`src/rtl/ssw_pkg.sv`:
```
// Constants, register map and state types of the safety gate switch logic.
// Assumes a single 125 MHz system clock shared by every module of the block.
package ssw_pkg;

    localparam int CLK_NS = 8;

    localparam int REG_ADDR_W = 8;
    localparam int REG_DATA_W = 32;

    // Register byte addresses
    localparam logic [7:0] OFF_CTRL = 8'h00;
    localparam logic [7:0] OFF_STATUS = 8'h04;
    localparam logic [7:0] OFF_TEACH = 8'h08;
    localparam logic [7:0] OFF_SERIAL = 8'h0C;
    localparam logic [7:0] OFF_NAME = 8'h10;

    // Control register fields
    localparam int CTRL_DIAG_ALLOW_BIT = 0;
    localparam int CTRL_ADDR_LSB = 4;
    localparam logic CTRL_DIAG_ALLOW_RST = 1'b1;
    localparam logic [3:0] CTRL_ADDR_RST = 4'h0;

    // Status register fields
    localparam int ST_PRESENT_BIT = 0;
    localparam int ST_IN1_BIT = 1;
    localparam int ST_IN2_BIT = 2;
    localparam int ST_OUT1_BIT = 3;
    localparam int ST_OUT2_BIT = 4;
    localparam int ST_UNEQUAL_BIT = 5;
    localparam int ST_PLAUS_ERR_BIT = 6;
    localparam int ST_DIAG_MODE_BIT = 7;
    localparam int ST_TAUGHT_BIT = 8;
    localparam int ST_READY_BIT = 9;
    localparam int ST_WIDTH = 10;

    localparam logic [7:0] TEACH_INIT = 8'h01;
    localparam logic [1:0] STARTUP_CYC = 2'h3;

    // Timing
    localparam int FLASH_HALF_MS = 250;
    localparam int FLASH_HALF_CYC = FLASH_HALF_MS * 1000000 / CLK_NS;
    localparam int DIAG_DETECT_US = 100;
    localparam int DIAG_DETECT_CYC = DIAG_DETECT_US * 1000 / CLK_NS;
    localparam int DIAG_BIT_NS = 8680;
    localparam logic [10:0] DIAG_BIT_CYC = 11'(DIAG_BIT_NS / CLK_NS);
    localparam logic [10:0] DIAG_HALF_CYC = 11'(DIAG_BIT_NS / CLK_NS / 2);

    // Diagnostics chain
    localparam int DIAG_SUBSCRIBERS = 16;
    localparam int DIAG_ADDR_W = $clog2(DIAG_SUBSCRIBERS);
    localparam logic [3:0] CMD_POLL = 4'h1;
    localparam logic [3:0] CMD_TEACH = 4'h2;
    localparam logic [3:0] CMD_SERIAL = 4'h3;
    localparam logic [3:0] CMD_NAME = 4'h4;
    localparam logic [4:0] DIAG_FRAME_BITS = 5'h1E;

    typedef enum logic [3:0] {
        PL_WAIT_LOW = 4'b0001,
        PL_NORMAL = 4'b0010,
        PL_UNEQUAL = 4'b0100,
        PL_LOCK = 4'b1000
    } ssw_plaus_e;

    typedef enum logic [3:0] {
        RX_IDLE = 4'b0001,
        RX_START = 4'b0010,
        RX_DATA = 4'b0100,
        RX_STOP = 4'b1000
    } ssw_rx_e;

endpackage : ssw_pkg

```
`src/rtl/ssw_diag_if.sv`:
```
// Signals between the switch core and its diagnostics link engine.
// Assumes both ends sit on ref_clk.
`timescale 1ns/10ps
`default_nettype none
interface ssw_diag_if;
    logic diagMode;
    logic rxLine;
    logic [ssw_pkg::DIAG_ADDR_W-1:0] address;
    logic [7:0] statusByte;
    logic [7:0] teachLeft;
    logic [15:0] serialNo;
    logic [15:0] liveName;
    logic refreshReq;
    logic txLine;

    modport core (
        output diagMode,
        output rxLine,
        output address,
        output statusByte,
        output teachLeft,
        output serialNo,
        output liveName,
        input refreshReq,
        input txLine
    );

    modport link (
        input diagMode,
        input rxLine,
        input address,
        input statusByte,
        input teachLeft,
        input serialNo,
        input liveName,
        output refreshReq,
        output txLine
    );
endinterface : ssw_diag_if
`default_nettype wire

```
`src/rtl/ssw_sync.sv`:
```
// Two-flop synchroniser for a group of asynchronous level inputs.
// Assumes the levels are slow compared to ref_clk.
`timescale 1ns/10ps
`default_nettype none
module ssw_sync #(
    parameter int W = 4
) (
    input wire logic ref_clk,
    input wire logic reset,
    input wire logic [W-1:0] async,
    output logic [W-1:0] synced
);
    typedef struct packed {
        logic [W-1:0] meta;
        logic [W-1:0] stable;
    } ssw_sync_s;

    ssw_sync_s s_r;
    ssw_sync_s s_nxt;

    always_comb begin
        s_nxt = s_r;
        s_nxt.meta = async;
        s_nxt.stable = s_r.meta;
    end

    always_ff @(posedge ref_clk) begin
        if (reset) begin
            s_r <= '0;
        end else begin
            s_r <= s_nxt;
        end
    end

    assign synced = s_r.stable;
endmodule : ssw_sync
`default_nettype wire

```
`src/rtl/ssw_diag.sv`:
```
// Diagnostics link engine: 8N1 serial, one command byte in, three bytes out.
// Assumes the line is already synchronised and idles high.
`timescale 1ns/10ps
`default_nettype none
module ssw_diag (
    input wire logic ref_clk,
    input wire logic reset,
    ssw_diag_if.link dl
);
    typedef struct packed {
        ssw_pkg::ssw_rx_e rx;
        logic [10:0] rxCnt;
        logic [2:0] rxIdx;
        logic [7:0] rxShift;
        logic [29:0] txShift;
        logic [4:0] txBits;
        logic [10:0] txCnt;
        logic txOut;
        logic refresh;
    } ssw_diag_s;

    localparam ssw_diag_s DIAG_RST = '{rx: ssw_pkg::RX_IDLE, rxCnt: 11'h000, rxIdx: 3'h0,
        rxShift: 8'h00, txShift: 30'h0, txBits: 5'h00, txCnt: 11'h000, txOut: 1'b1,
        refresh: 1'b0};

    ssw_diag_s s_r;
    ssw_diag_s s_nxt;

    always_comb begin
        logic [15:0] data;
        logic answer;
        data = 16'h0000;
        answer = 1'b0;
        s_nxt = s_r;
        s_nxt.refresh = 1'b0;
        if (!dl.diagMode) begin
            s_nxt = DIAG_RST;
        end else begin
            s_nxt.rxCnt = s_r.rxCnt + 11'h001;
            unique case (s_r.rx)
                ssw_pkg::RX_IDLE: begin
                    s_nxt.rxCnt = 11'h000;
                    if (!dl.rxLine) begin
                        s_nxt.rx = ssw_pkg::RX_START;
                    end
                end
                ssw_pkg::RX_START: begin
                    if (s_r.rxCnt == ssw_pkg::DIAG_HALF_CYC - 11'h001) begin
                        s_nxt.rxCnt = 11'h000;
                        s_nxt.rxIdx = 3'h0;
                        s_nxt.rx = dl.rxLine ? ssw_pkg::RX_IDLE : ssw_pkg::RX_DATA;
                    end
                end
                ssw_pkg::RX_DATA: begin
                    if (s_r.rxCnt == ssw_pkg::DIAG_BIT_CYC - 11'h001) begin
                        s_nxt.rxCnt = 11'h000;
                        s_nxt.rxShift = {dl.rxLine, s_r.rxShift[7:1]};
                        s_nxt.rxIdx = s_r.rxIdx + 3'h1;
                        if (s_r.rxIdx == 3'h7) begin
                            s_nxt.rx = ssw_pkg::RX_STOP;
                        end
                    end
                end
                ssw_pkg::RX_STOP: begin
                    if (s_r.rxCnt == ssw_pkg::DIAG_BIT_CYC - 11'h001) begin
                        s_nxt.rx = ssw_pkg::RX_IDLE;
                        // Bad stop bit, other subscriber or answer in flight: drop
                        if (dl.rxLine && s_r.rxShift[7:4] == dl.address
                                && s_r.txBits == 5'h00) begin
                            answer = 1'b1;
                            unique case (s_r.rxShift[3:0])
                                ssw_pkg::CMD_POLL: data = {8'h00, dl.statusByte};
                                ssw_pkg::CMD_TEACH: data = {8'h00, dl.teachLeft};
                                ssw_pkg::CMD_SERIAL: data = dl.serialNo;
                                ssw_pkg::CMD_NAME: begin
                                    data = dl.liveName;
                                    s_nxt.refresh = 1'b1;
                                end
                                default: answer = 1'b0;
                            endcase
                        end
                    end
                end
            endcase
            if (s_r.txBits != 5'h00) begin
                s_nxt.txCnt = s_r.txCnt + 11'h001;
                if (s_r.txCnt == ssw_pkg::DIAG_BIT_CYC - 11'h001) begin
                    s_nxt.txCnt = 11'h000;
                    s_nxt.txShift = {1'b1, s_r.txShift[29:1]};
                    s_nxt.txBits = s_r.txBits - 5'h01;
                end
            end else if (answer) begin
                s_nxt.txCnt = 11'h000;
                s_nxt.txBits = ssw_pkg::DIAG_FRAME_BITS;
                s_nxt.txShift = {1'b1, data[7:0], 1'b0, 1'b1, data[15:8], 1'b0,
                    1'b1, s_r.rxShift, 1'b0};
            end
            s_nxt.txOut = (s_nxt.txBits != 5'h00) ? s_nxt.txShift[0] : 1'b1;
        end
    end

    always_ff @(posedge ref_clk) begin
        if (reset) begin
            s_r <= DIAG_RST;
        end else begin
            s_r <= s_nxt;
        end
    end

    assign dl.txLine = s_r.txOut;
    assign dl.refreshReq = s_r.refresh;
endmodule : ssw_diag
`default_nettype wire

```
`src/rtl/ssw_top.sv`:
```
// Output, plausibility, teach-in and diagnostics control of a dual-channel
// safety gate switch. Assumes the transponder front end gives a presence level
// and a stable actuator code while present; all pins are asynchronous.
`timescale 1ns/10ps
`default_nettype none
// How it works
// - Present actuator: each output follows its input
// - No actuator: outputs low, signal low outside diagnostics mode
// - Outputs off whenever safe operation unsure
// - Mapping only while ready, green indicator
// - One input falls: unequal flag, yellow flash
// - Fallen input returns: plausibility error, lock
// - Both inputs low before rising accepted
// - Module present: diagnostic input enabled automatically
// - No module: diagnostic input ignored
// - Diagnostics mode: signal output transmits
// - Up to sixteen chained subscribers addressed
// - Link re-established after every power-up
// - Poll returns sensor status
// - Teach count and serial number readable
// - Action refreshes and returns actuator name
// - Teach first actuator only, refuse others
module ssw_top #(
    parameter logic [15:0] SERIAL_NUMBER = 16'h1234, // Arbitrary value
    parameter int FLASH_HALF_CYC = ssw_pkg::FLASH_HALF_CYC,
    parameter int DIAG_DETECT_CYC = ssw_pkg::DIAG_DETECT_CYC
) (
    input wire logic ref_clk,
    input wire logic reset,
    input wire logic safety_in_ch1,
    input wire logic safety_in_ch2,
    input wire logic actuatorPresent,
    input wire logic [15:0] actuatorCode,
    input wire logic diag_in,
    output logic safety_out_ch1,
    output logic safety_out_ch2,
    output logic signal_diag_out,
    output logic powerLedGreen,
    output logic inputLedYellow,
    input wire logic [ssw_pkg::REG_ADDR_W-1:0] regAddr,
    input wire logic [ssw_pkg::REG_DATA_W-1:0] regWdata,
    input wire logic regWrite,
    input wire logic regRead,
    output logic [ssw_pkg::REG_DATA_W-1:0] regRdata
);
    typedef struct packed {
        ssw_pkg::ssw_plaus_e plaus;
        logic failedCh2;
        logic prevIn1;
        logic prevIn2;
        logic unequal;
        logic plausErr;
        logic [1:0] startCnt;
        logic ready;
        logic taught;
        logic [15:0] taughtCode;
        logic [7:0] teachLeft;
        logic [15:0] nameCode;
        logic detDone;
        logic diagMode;
        logic [31:0] detCnt;
        logic [31:0] flashCnt;
        logic flashPhase;
        logic diagAllow;
        logic [ssw_pkg::DIAG_ADDR_W-1:0] address;
        logic out1;
        logic out2;
        logic sigOut;
        logic ledYellow;
        logic [ssw_pkg::REG_DATA_W-1:0] rdata;
    } ssw_core_s;

    localparam ssw_core_s CORE_RST = '{plaus: ssw_pkg::PL_WAIT_LOW, failedCh2: 1'b0,
        prevIn1: 1'b0, prevIn2: 1'b0, unequal: 1'b0, plausErr: 1'b0, startCnt: 2'h0,
        ready: 1'b0, taught: 1'b0, taughtCode: 16'h0000, teachLeft: ssw_pkg::TEACH_INIT,
        nameCode: 16'h0000, detDone: 1'b0, diagMode: 1'b0, detCnt: 32'h00000000,
        flashCnt: 32'h00000000, flashPhase: 1'b0,
        diagAllow: ssw_pkg::CTRL_DIAG_ALLOW_RST, address: ssw_pkg::CTRL_ADDR_RST,
        out1: 1'b0, out2: 1'b0, sigOut: 1'b0, ledYellow: 1'b0, rdata: 32'h00000000};

    ssw_core_s s_r;
    ssw_core_s s_nxt;

    logic [3:0] pinSync;
    logic in1;
    logic in2;
    logic present;
    logic diagLine;
    logic detected;
    logic [ssw_pkg::ST_WIDTH-1:0] status;

    ssw_diag_if dif ();

    ssw_sync #(
        .W(4)
    ) u_sync (
        .ref_clk(ref_clk),
        .reset(reset),
        .async({diag_in, actuatorPresent, safety_in_ch2, safety_in_ch1}),
        .synced(pinSync)
    );

    assign in1 = pinSync[0];
    assign in2 = pinSync[1];
    assign present = pinSync[2];
    assign diagLine = pinSync[3];

    // Only the taught actuator counts once teach-in is used up
    assign detected = present && (!s_r.taught || actuatorCode == s_r.taughtCode);

    always_comb begin
        status = '0;
        status[ssw_pkg::ST_PRESENT_BIT] = detected;
        status[ssw_pkg::ST_IN1_BIT] = in1;
        status[ssw_pkg::ST_IN2_BIT] = in2;
        status[ssw_pkg::ST_OUT1_BIT] = s_r.out1;
        status[ssw_pkg::ST_OUT2_BIT] = s_r.out2;
        status[ssw_pkg::ST_UNEQUAL_BIT] = s_r.unequal;
        status[ssw_pkg::ST_PLAUS_ERR_BIT] = s_r.plausErr;
        status[ssw_pkg::ST_DIAG_MODE_BIT] = s_r.diagMode;
        status[ssw_pkg::ST_TAUGHT_BIT] = s_r.taught;
        status[ssw_pkg::ST_READY_BIT] = s_r.ready;
    end

    assign dif.diagMode = s_r.diagMode;
    assign dif.rxLine = diagLine;
    assign dif.address = s_r.address;
    assign dif.statusByte = status[7:0];
    assign dif.teachLeft = s_r.teachLeft;
    assign dif.serialNo = SERIAL_NUMBER;
    assign dif.liveName = detected ? actuatorCode : 16'h0000;

    ssw_diag u_diag (
        .ref_clk(ref_clk),
        .reset(reset),
        .dl(dif.link)
    );

    always_comb begin
        logic fell1;
        logic fell2;
        logic rose1;
        logic rose2;
        logic pass;
        fell1 = s_r.prevIn1 && !in1;
        fell2 = s_r.prevIn2 && !in2;
        rose1 = !s_r.prevIn1 && in1;
        rose2 = !s_r.prevIn2 && in2;
        pass = 1'b0;
        s_nxt = s_r;
        s_nxt.prevIn1 = in1;
        s_nxt.prevIn2 = in2;

        // Short settle so the synchroniser holds real pin levels first
        if (s_r.startCnt != ssw_pkg::STARTUP_CYC) begin
            s_nxt.startCnt = s_r.startCnt + 2'h1;
        end
        s_nxt.ready = (s_r.startCnt == ssw_pkg::STARTUP_CYC);

        // Teach-in of the first actuator seen
        if (s_r.ready && present && !s_r.taught && s_r.teachLeft != 8'h00) begin
            s_nxt.taught = 1'b1;
            s_nxt.taughtCode = actuatorCode;
            s_nxt.teachLeft = s_r.teachLeft - 8'h01;
        end

        // Plausibility watch on the two inputs
        unique case (s_r.plaus)
            ssw_pkg::PL_WAIT_LOW: begin
                if (!in1 && !in2) begin
                    s_nxt.plaus = ssw_pkg::PL_NORMAL;
                end
            end
            ssw_pkg::PL_NORMAL: begin
                pass = 1'b1;
                if (fell1 && in2) begin
                    s_nxt.plaus = ssw_pkg::PL_UNEQUAL;
                    s_nxt.failedCh2 = 1'b0;
                end else if (fell2 && in1) begin
                    s_nxt.plaus = ssw_pkg::PL_UNEQUAL;
                    s_nxt.failedCh2 = 1'b1;
                end
            end
            ssw_pkg::PL_UNEQUAL: begin
                pass = 1'b1;
                if (!in1 && !in2) begin
                    s_nxt.plaus = ssw_pkg::PL_NORMAL;
                end else if ((s_r.failedCh2 ? rose2 && in1 : rose1 && in2)) begin
                    s_nxt.plaus = ssw_pkg::PL_LOCK;
                    pass = 1'b0;
                end
            end
            ssw_pkg::PL_LOCK: begin
                if (!in1 && !in2) begin
                    s_nxt.plaus = ssw_pkg::PL_NORMAL;
                end
            end
            default: s_nxt.plaus = ssw_pkg::PL_WAIT_LOW;
        endcase
        s_nxt.unequal = (s_nxt.plaus == ssw_pkg::PL_UNEQUAL);
        s_nxt.plausErr = (s_nxt.plaus == ssw_pkg::PL_LOCK);

        // Off is the safe state: anything uncertain drops both channels
        if (s_r.ready && detected && pass) begin
            s_nxt.out1 = in1;
            s_nxt.out2 = in2;
        end else begin
            s_nxt.out1 = 1'b0;
            s_nxt.out2 = 1'b0;
        end

        // Fieldbus module sensing, redone after every reset
        if (!s_r.detDone && s_r.ready) begin
            if (!s_r.diagAllow || !diagLine) begin
                s_nxt.detDone = 1'b1;
            end else if (s_r.detCnt == 32'(DIAG_DETECT_CYC - 1)) begin
                s_nxt.detDone = 1'b1;
                s_nxt.diagMode = 1'b1;
            end else begin
                s_nxt.detCnt = s_r.detCnt + 32'h00000001;
            end
        end
        if (!s_r.diagAllow) begin
            s_nxt.diagMode = 1'b0;
        end

        if (s_r.diagMode) begin
            s_nxt.sigOut = dif.txLine;
        end else begin
            s_nxt.sigOut = s_r.ready && detected;
        end

        if (dif.refreshReq) begin
            s_nxt.nameCode = detected ? actuatorCode : 16'h0000;
        end

        // Indicator flash rate divider
        if (s_r.flashCnt == 32'(FLASH_HALF_CYC - 1)) begin
            s_nxt.flashCnt = 32'h00000000;
            s_nxt.flashPhase = !s_r.flashPhase;
        end else begin
            s_nxt.flashCnt = s_r.flashCnt + 32'h00000001;
        end
        s_nxt.ledYellow = (s_r.unequal || s_r.plausErr) && s_r.flashPhase;

        // Register port
        if (regWrite && regAddr == ssw_pkg::OFF_CTRL) begin
            s_nxt.diagAllow = regWdata[ssw_pkg::CTRL_DIAG_ALLOW_BIT];
            s_nxt.address = regWdata[ssw_pkg::CTRL_ADDR_LSB +: ssw_pkg::DIAG_ADDR_W];
        end
        s_nxt.rdata = 32'h00000000;
        if (regRead) begin
            unique case (regAddr)
                ssw_pkg::OFF_CTRL: begin
                    s_nxt.rdata[ssw_pkg::CTRL_DIAG_ALLOW_BIT] = s_r.diagAllow;
                    s_nxt.rdata[ssw_pkg::CTRL_ADDR_LSB +: ssw_pkg::DIAG_ADDR_W] = s_r.address;
                end
                ssw_pkg::OFF_STATUS: s_nxt.rdata[ssw_pkg::ST_WIDTH-1:0] = status;
                ssw_pkg::OFF_TEACH: s_nxt.rdata[7:0] = s_r.teachLeft;
                ssw_pkg::OFF_SERIAL: s_nxt.rdata[15:0] = SERIAL_NUMBER;
                ssw_pkg::OFF_NAME: s_nxt.rdata[15:0] = s_r.nameCode;
                default: s_nxt.rdata = 32'h00000000;
            endcase
        end
    end

    always_ff @(posedge ref_clk) begin
        if (reset) begin
            s_r <= CORE_RST;
        end else begin
            s_r <= s_nxt;
        end
    end

    assign safety_out_ch1 = s_r.out1;
    assign safety_out_ch2 = s_r.out2;
    assign signal_diag_out = s_r.sigOut;
    assign powerLedGreen = s_r.ready;
    assign inputLedYellow = s_r.ledYellow;
    assign regRdata = s_r.rdata;
endmodule : ssw_top
`default_nettype wire

```
`config.mk`:
```
export PLATFORM = sky130hd
export DESIGN_NAME = ssw_top
export DESIGN_NICKNAME = d
export VERILOG_FILES = /design/src/rtl/ssw_pkg.sv /design/src/rtl/ssw_diag_if.sv /design/src/rtl/ssw_sync.sv /design/src/rtl/ssw_diag.sv /design/src/rtl/ssw_top.sv
export SDC_FILE = /design/constraint.sdc
export NUM_CORES = 1
export LEC_CHECK = 0
export BUFFER_PORTS_ARGS = -buffer_cell sky130_fd_sc_hd__clkbuf_2
export CORE_UTILIZATION = 35
export DETAILED_ROUTE_END_ITERATION = 10
export PLACE_DENSITY = 0.62
export SLEW_MARGIN = 20
export SYNTH_ARGS = -nofsm -noshare
export SYNTH_HDL_FRONTEND = slang
export SYNTH_SLANG_ARGS = --single-unit
```
`constraint.sdc`:
```
create_clock -name ref_clk -period 2.7 [get_ports ref_clk]
set_input_delay 0.81 -clock ref_clk [delete_from_list [all_inputs] [get_ports ref_clk]]
set_output_delay 0.81 -clock ref_clk [all_outputs]
set_load 0.02 [all_outputs]
```
==> results of run 1 <==
## sequential cells by signal (all words and copies together), names as in the netlist
| name | count |
|---|---|
| u_sync.s_nxt | 4 |
| safety_out_ch1 | 1 |
| s_r | 109 |
| regRdata | 16 |
| u_sync.synced | 4 |
| dif.address | 4 |
| powerLedGreen | 1 |
| dif.teachLeft | 8 |
| safety_out_ch2 | 1 |
| u_diag.dl.txLine | 1 |
| dif.statusByte | 2 |
| inputLedYellow | 1 |
| u_diag.s_r | 72 |
| signal_diag_out | 1 |
| u_diag.dl.refreshReq | 1 |
| dif.diagMode | 1 |
## cell type report
cell class | instances | area (µm²) | share of cell area, %
clock inverters | 13 | 153 | 1.28
clock buffers | 31 | 658 | 5.50
multi-input cells | 897 | 5440 | 45.4
repair buffers | 94 | 578 | 4.83
flip-flops and latches | 227 | 4540 | 38.0
inverters | 29 | 109 | 0.909
well taps | 390 | 488 | 4.08
## power by group
group,switching (mW),total [mW],internal [mW]
clock network,1.37,3.39,2.02
registers,0.0230,3.40,3.37
logic,0.150,0.229,0.0789
total,1.55,7.02,5.47
## through the flow
stage	util, %	hold WS, ns
after floorplan	-	0.414
after global placement	37.7	0.431
after detailed placement	37.7	0.432
after CTS	40.4	0.443
after global routing	40.4	0.458
final	40.4	0.437
## synth_stat cells (3+ instances only)
master	count
nand2_1	72
nor3b_1	8
and3_1	25
and3b_1	3
nand3_1	70
and4_1	6
a211o_1	4
o21ai_1	7
a22oi_1	17
or2_2	4
a211oi_1	7
buf_4	36
xnor2_1	65
a31oi_1	22
dfxtp_1	227
a222oi_1	5
buf_6	3
or3_1	9
nor3_1	32
buf_1	3
a21o_1	4
and2_1	3
a21oi_1	72
nand3b_1	13
nor2_1	186
o21ai_0	28
nand4_1	28
o2bb2ai_1	6
mux2i_1	32
nand2b_1	24
o221ai_1	6
nor4b_1	4
nor4_1	22
inv_1	29
xor2_1	30
clkbuf_1	40
nor2b_1	18
buf_2	12
ha_1	14
## final timing paths
kind              startpoint               end  slack, ns  depth (start not counted)
max reg2reg   u_diag.s_r[13]    u_diag.s_r[44]       0.33                          7
min reg2reg  u_sync.s_nxt[1]  u_sync.synced[1]       0.44                          1
min          u_sync.s_nxt[1]  u_sync.synced[1]       0.44                          1
max           u_diag.s_r[13]    u_diag.s_r[44]       0.33                          7
## routing by layer
metal / vias to the layer above / routed length [µm] / global-route usage, %
met1: 4104 / 11800 / 21.8
met4: 0 / 333 / 3.62
li1: 4357 / - / -
met2: 164 / 11400 / 26.4
met5: - / 0 / 0
met3: 29 / 1090 / 2.23
## cells by family (layout without fill, tap and decap cells)
logic type,after synthesis,count (layout)
other,1,16
xor gates and xnor gates,95,95
AOI/OAI and AO/OA,196,196
adders and majority gates,14,14
buffers and inverters,123,167
and+or+nand+nor,543,543
DFF,227,227
muxes,33,33
==> results.md, run 1 <==
- Result of the run: finished clean
- Maximum buffer depth of the clock tree: 3
- Total global routing overflow: 0
- Kind of start point of the critical path: flop
- Area of the die: a little over 0.03 mm²
- Routed Wire Length: 24.7 mm
- Placed Cells incl. Taps: 1637
- CTS resizes: 0
- DRC errors left: 0
- Number of global-route vias before repair: approximately 8000
- CTS Buf Count: 25
- PortBufs: 57
- Static Leak: between 4 and 5 nW
- Setup repair after global routing missed its margin: false
- Count of antenna-violating nets left after detailed routing: 0
- Gate count of the mapped netlist: approximately 1200
- CP Buf/Inv Count: 2
- Sequential cell area fraction in the yosys report: 43.0%
- Yosys Warn Count: 0
- Slowest cell delay on critical path: ~0.65 ns
- Worst-margin pin slew: 0.906 ns
- Number of setup violations in the final report: 0
- Buffer count from post-CTS setup fixing: 0
- Fraction of final layout cells sized beyond drive strength 1: a little under an eighth
- Maxcap violations: 0
- Slowest library cell on the worst path: or4b_2
- Syn avg cell area: 8.57 µm²
- Crit end category: flop
- Xor and xnor fraction of the mapped netlist area: 7.88%
- Cell area after placement: between 0.01 and 0.015 mm²
- Final Net Count: 1352
- CTS tree: built
- Routed wire length per instance: 14.7 µm
- Share of synthesized area spent on multiplexers: 3.14%
- Final period demand of the worst path: ~2.4 ns
- Most common cell after layout, fill and taps aside: dfxtp_1
- Synth Register Bits: between 200 and 250
- Overall track demand over capacity in global routing: about 16%
- Antenna violations before repair: 0
- Compound-Gate Fraction of Synth Area: 11.8%
- H-tree Lvls: 1
- Area Growth Syn to Fin: 13.4%
- Crit path setup slack, layout: roughly 0.33 ns
- Most frequent cells in the layout: dfxtp_1, nor2_1, nand2_1, a21oi_1, nand3_1
- Number of sinks handled by clock tree synthesis: between 200 and 250
- Synth top area share: a little over two fifths
- Clock transition at the registers of the reported paths: around 0.06 ns
- Data required time of the worst path: between 3 and 4 ns
- Count of placed standard cells in the final layout, fillers left out: between 1500 and 2000
- Critical path class: flop to flop
- Post-synthesis share of cell area spent on full adders, half adders and majority gates: 1.66%
- Fraction of the cycle the final worst path needs: between 80 and 90%
- Netlist cell types: approximately 70
- Number of vias after detailed routing: just under 9000
- Total power draw: between 7 and 8 mW
- Height of the die: roughly 180 µm
- Largest delay share family, worst path: simple AND/OR/NAND/NOR gates
- IO Pins: slightly above 100
- Worst skew pair latency: roughly 0.51 ns
- Simple-gate portion of the synthesized area: about a quarter
- RD Place Congestion: 0.817
- Setup TNS: 0 ns
- Pre-CTS setup slack: around 0.16 ns
- Path class of the lowest-slack min-delay path: flop to flop
- Top flip-flop cell by instance count after synthesis: dfxtp_1
- Overall die width: 176 µm
- Global-route wire length before repair: between 40 and 50 mm
- Final setup skew: between 0.01 and 0.015 ns
- Synth area leaders: dfxtp_1, nor2_1, xnor2_1, a21oi_1, nand3_1
- Hold Fails Final Rpt: 0
- Relative slew slack: between 30% and 40%
- Cell taking the most area after synthesis: dfxtp_1
- Design Area, Final: between 0.01 and 0.015 mm²
- FILL cells: between 2000 and 3000
- Crit path cell chain: inv_1 -> ha_1 -> or4b_2 -> nand4_1 -> nand3b_1 -> buf_4 -> a31oi_1
- FMAX: around 420 MHz
- Critical path peak fanout: 8
- CTS Hold Buffers Added: 0
- Pin count of the biggest net entering global routing: 39
- Core region area: between 0.02 and 0.03 mm²
- Sum of net half-perimeters after detailed placement: between 15 and 20 mm
- Effective utilization at floorplan: between 30% and 40%
- Largest family of logic cells by synthesized area: simple AND/OR/NAND/NOR gates
- Share of flip-flops with an asynchronous set or reset: 0%
- Synthesized cell area: roughly 0.011 mm²
- TritonRoute pass-1 iters: 5
- IR drop worst, VDD: approximately 0.5 mV
- Crit path DAT: roughly 2.8 ns
- Vias per cell: 5.15
- Ant. Diodes: 0
- EDFF count, synth: 0
- Drt first-iter violations: 659
- CTS Root Buffer Type: clkbuf_16
- Rows: 63
- Power Density: 586 mW/mm²
- Count of final max-slew check failures: 0
Power figures use the tool's default switching activity.
==> run 2, diff against run 1 <==
--- a/config.mk
+++ b/config.mk
@@ -8,7 +8,7 @@
 export BUFFER_PORTS_ARGS = -buffer_cell sky130_fd_sc_hd__clkbuf_2
 export CORE_UTILIZATION = 35
 export DETAILED_ROUTE_END_ITERATION = 10
-export PLACE_DENSITY = 0.62
+export PLACE_DENSITY = 0.61
 export SLEW_MARGIN = 20
 export SYNTH_ARGS = -nofsm -noshare
 export SYNTH_HDL_FRONTEND = slang
==> constraint.sdc (replaced) <==
create_clock -name ref_clk -period 2 [get_ports ref_clk]
set_input_delay 0.6 -clock ref_clk [delete_from_list [all_inputs] [get_ports ref_clk]]
set_output_delay 0.6 -clock ref_clk [all_outputs]
set_load 0.02 [all_outputs]
==> run 2 against run 1 <==
  * The flow now finishes with violations (negative setup slack)
  * Power grew 37%
  * Combinational power grew 58%
  * Global-route usage grew 1.3 points
  * First-iteration DRC count shrank 19%
  * Final area grew 14%
  * Via count grew 6.3%
  * Register-to-register slack lost 0.46 ns
  * Sequential cell count is the same
  * Utilization grew 5.8 points
  * Critical path depth grew 1
  * Sequential share of layout area shrank 4.7 points
  * Critical endpoint is now u_diag.s_r[58]
==> results.md, run 2 (synthesis gave the netlist of run 1 again) <==
- Result of the run: complete, but fails checks
- Failing checks: negative setup slack
- Data required time of the worst path: roughly 2.4 ns
- Area of the die: 0.0309 mm²
- Crit end category: flop
- CTS Root Buffer Type: clkbuf_16
- FMAX: 468 MHz
- Final period demand of the worst path: between 2 and 2.5 ns
- Crit path setup slack, layout: -0.136 ns
- Effective utilization at floorplan: a little over a third
- Height of the die: between 150 and 200 µm
- CTS tree: built
- Area Growth Syn to Fin: 29.7%
- Crit path cell chain: buf_6 -> ha_4 -> or4bb_1 -> nor3_2 -> nand3_1 -> a211o_4 -> a22oi_2 -> nor2_1
- RD Place Congestion: between 0.8 and 0.9
- Total global routing overflow: 0
- Largest delay share family, worst path: simple AND/OR/NAND/NOR gates
- Rows: 63
- Placed Cells incl. Taps: between 1500 and 2000
- Global-route wire length before repair: around 44 mm
- CP Buf/Inv Count: 1
- Most frequent cells in the layout: dfxtp_1, nor2_1, buf_4
- IO Pins: between 100 and 150
- Maxcap violations: 0
- Fraction of final layout cells sized beyond drive strength 1: 26.4%
- Total power draw: ~9.6 mW
- Sum of net half-perimeters after detailed placement: 18.7 mm
- Number of global-route vias before repair: around 9000
- Relative slew slack: 59.2%
- Core region area: 0.0296 mm²
- Routed wire length per instance: approximately 15 µm
- Final Net Count: ~1500
- Fraction of the cycle the final worst path needs: 107%
- Hold Fails Final Rpt: 0
- Count of placed standard cells in the final layout, fillers left out: 1816
- Final setup skew: roughly 0.032 ns
- Antenna violations before repair: 1
- Maximum buffer depth of the clock tree: 3
- Register with the most flip-flops: s_r
- Critical path class: flop to flop
- Worst skew pair latency: around 0.54 ns
- Setup repair after global routing missed its margin: true
- IR drop worst, VDD: 0.557 mV
- TritonRoute pass-1 iters: 7
- Ant. Diodes: 0
- Kind of start point of the critical path: flop
- PortBufs: 57
- Routed Wire Length: 26.9 mm
- Number of flip-flops under the largest register name: approximately 110
- CTS Buf Count: 26
- Pin count of the biggest net entering global routing: 39
- Number of sinks handled by clock tree synthesis: 227
- DRC errors left: 0
- Overall die width: 176 µm
- Count of antenna-violating nets left after detailed routing: 0
- Drt first-iter violations: between 500 and 600
- Most common cell after layout, fill and taps aside: dfxtp_1
- Number of setup violations in the final report: 53
- CTS Hold Buffers Added: 0
- Slowest library cell on the worst path: a211o_4
- Number of vias after detailed routing: around 9200
- Crit path DAT: roughly 2.5 ns
- Overall track demand over capacity in global routing: approximately 17%
- Reg-to-reg slack, setup: -0.14 ns
- Slowest cell delay on critical path: 0.42 ns
- Vias per cell: about 5.1
- Path class of the lowest-slack min-delay path: input port to flop
- Clock transition at the registers of the reported paths: ~0.060 ns
- Static Leak: a little under 5 nW
- Count of final max-slew check failures: 0
- H-tree Lvls: 1
- Worst-margin pin slew: between 0.6 and 0.7 ns
- Critical path peak fanout: 6
- Power Density: approximately 700 mW/mm²
[run 2: changes by cell type in the layout (fill, tap and decap cells not counted), moves of 7 or more]
| cell | delta |
|---|---|
| buf_4 | +108 |
| buf_6 | +15 |
| nor2_1 | -14 |
| o21ai_2 | +9 |
| nor2_4 | +8 |
| a21oi_1 | -7 |
| a21oi_2 | +7 |
[run 2: per-layer routing]
metal  vias to the layer above  share of wire, %  GRT usage (%)
met5                         -             0.056              0
met1                      4367                47           23.0
met2                       149                48           29.2
met4                         2               1.8           3.77
li1                       4637                 -              -
met3                        42               4.0           2.45
[run 2: power by group]
group	switching (mW)	total [mW]	internal (mW)
combinational	0.213	0.362	0.149
clock	1.87	4.66	2.80
sequential	0.0288	4.58	4.56
[run 2: repair_timing]
item / in CTS / in global routing
setup buffers: 14 / 6
gates resized for setup: 43 / 93
endpoints found under the setup margin: 55 / 125
pin swaps: 16 / 39
gates cloned: 1 / 2
[run 2: worst reg2reg max path: cells and delay by family (launching register included)]
kind,cells,cell delay (ns)
DFF,1,0.37
and+or+nand+nor,4,0.84
AOI/OAI and AO/OA,2,0.59
adders and majority gates,1,0.11
buffers and inverters,1,0.10
[run 2: area by class of cell]
| cell class | count | area, µm² |
|---|---|---|
| inverter | 29 | 114 |
| clock buffer | 38 | 736 |
| multi-input combinational | 898 | 5980 |
| timing repair buffer | 226 | 1720 |
| sequential | 227 | 4550 |
| fill | 2864 | 15900 |
| tap | 390 | 488 |
| clock inverter | 8 | 101 |
[run 2: through the flow]
step | hold WS (ns) | setup TNS [ns] | setup WS [ns] | utilization (%) | area (µm²)
3_5_place_dp | 0.442 | -11.24 | -0.335 | 40.8 | 12100
5_1_grt | 0.301 | -7.93 | -0.217 | 46.2 | 13700
6_report | 0.290 | -2.96 | -0.136 | 46.2 | 13700
4_1_cts | 0.283 | -0.603 | -0.0822 | 44.6 | 13200
3_3_place_gp | 0.437 | -10.33 | -0.308 | 40.8 | 12100
2_1_floorplan | 0.414 | -0.146 | -0.0357 | - | 10700
[run 2: worst paths after layout]
path / start / to / cells past startpoint
max: u_diag.s_r[59] / u_diag.s_r[58] / 8
min reg2reg: u_sync.s_nxt[1] / u_sync.synced[1] / 1
min: actuatorPresent / u_sync.s_nxt[2] / 2
max reg2reg: u_diag.s_r[59] / u_diag.s_r[58] / 8
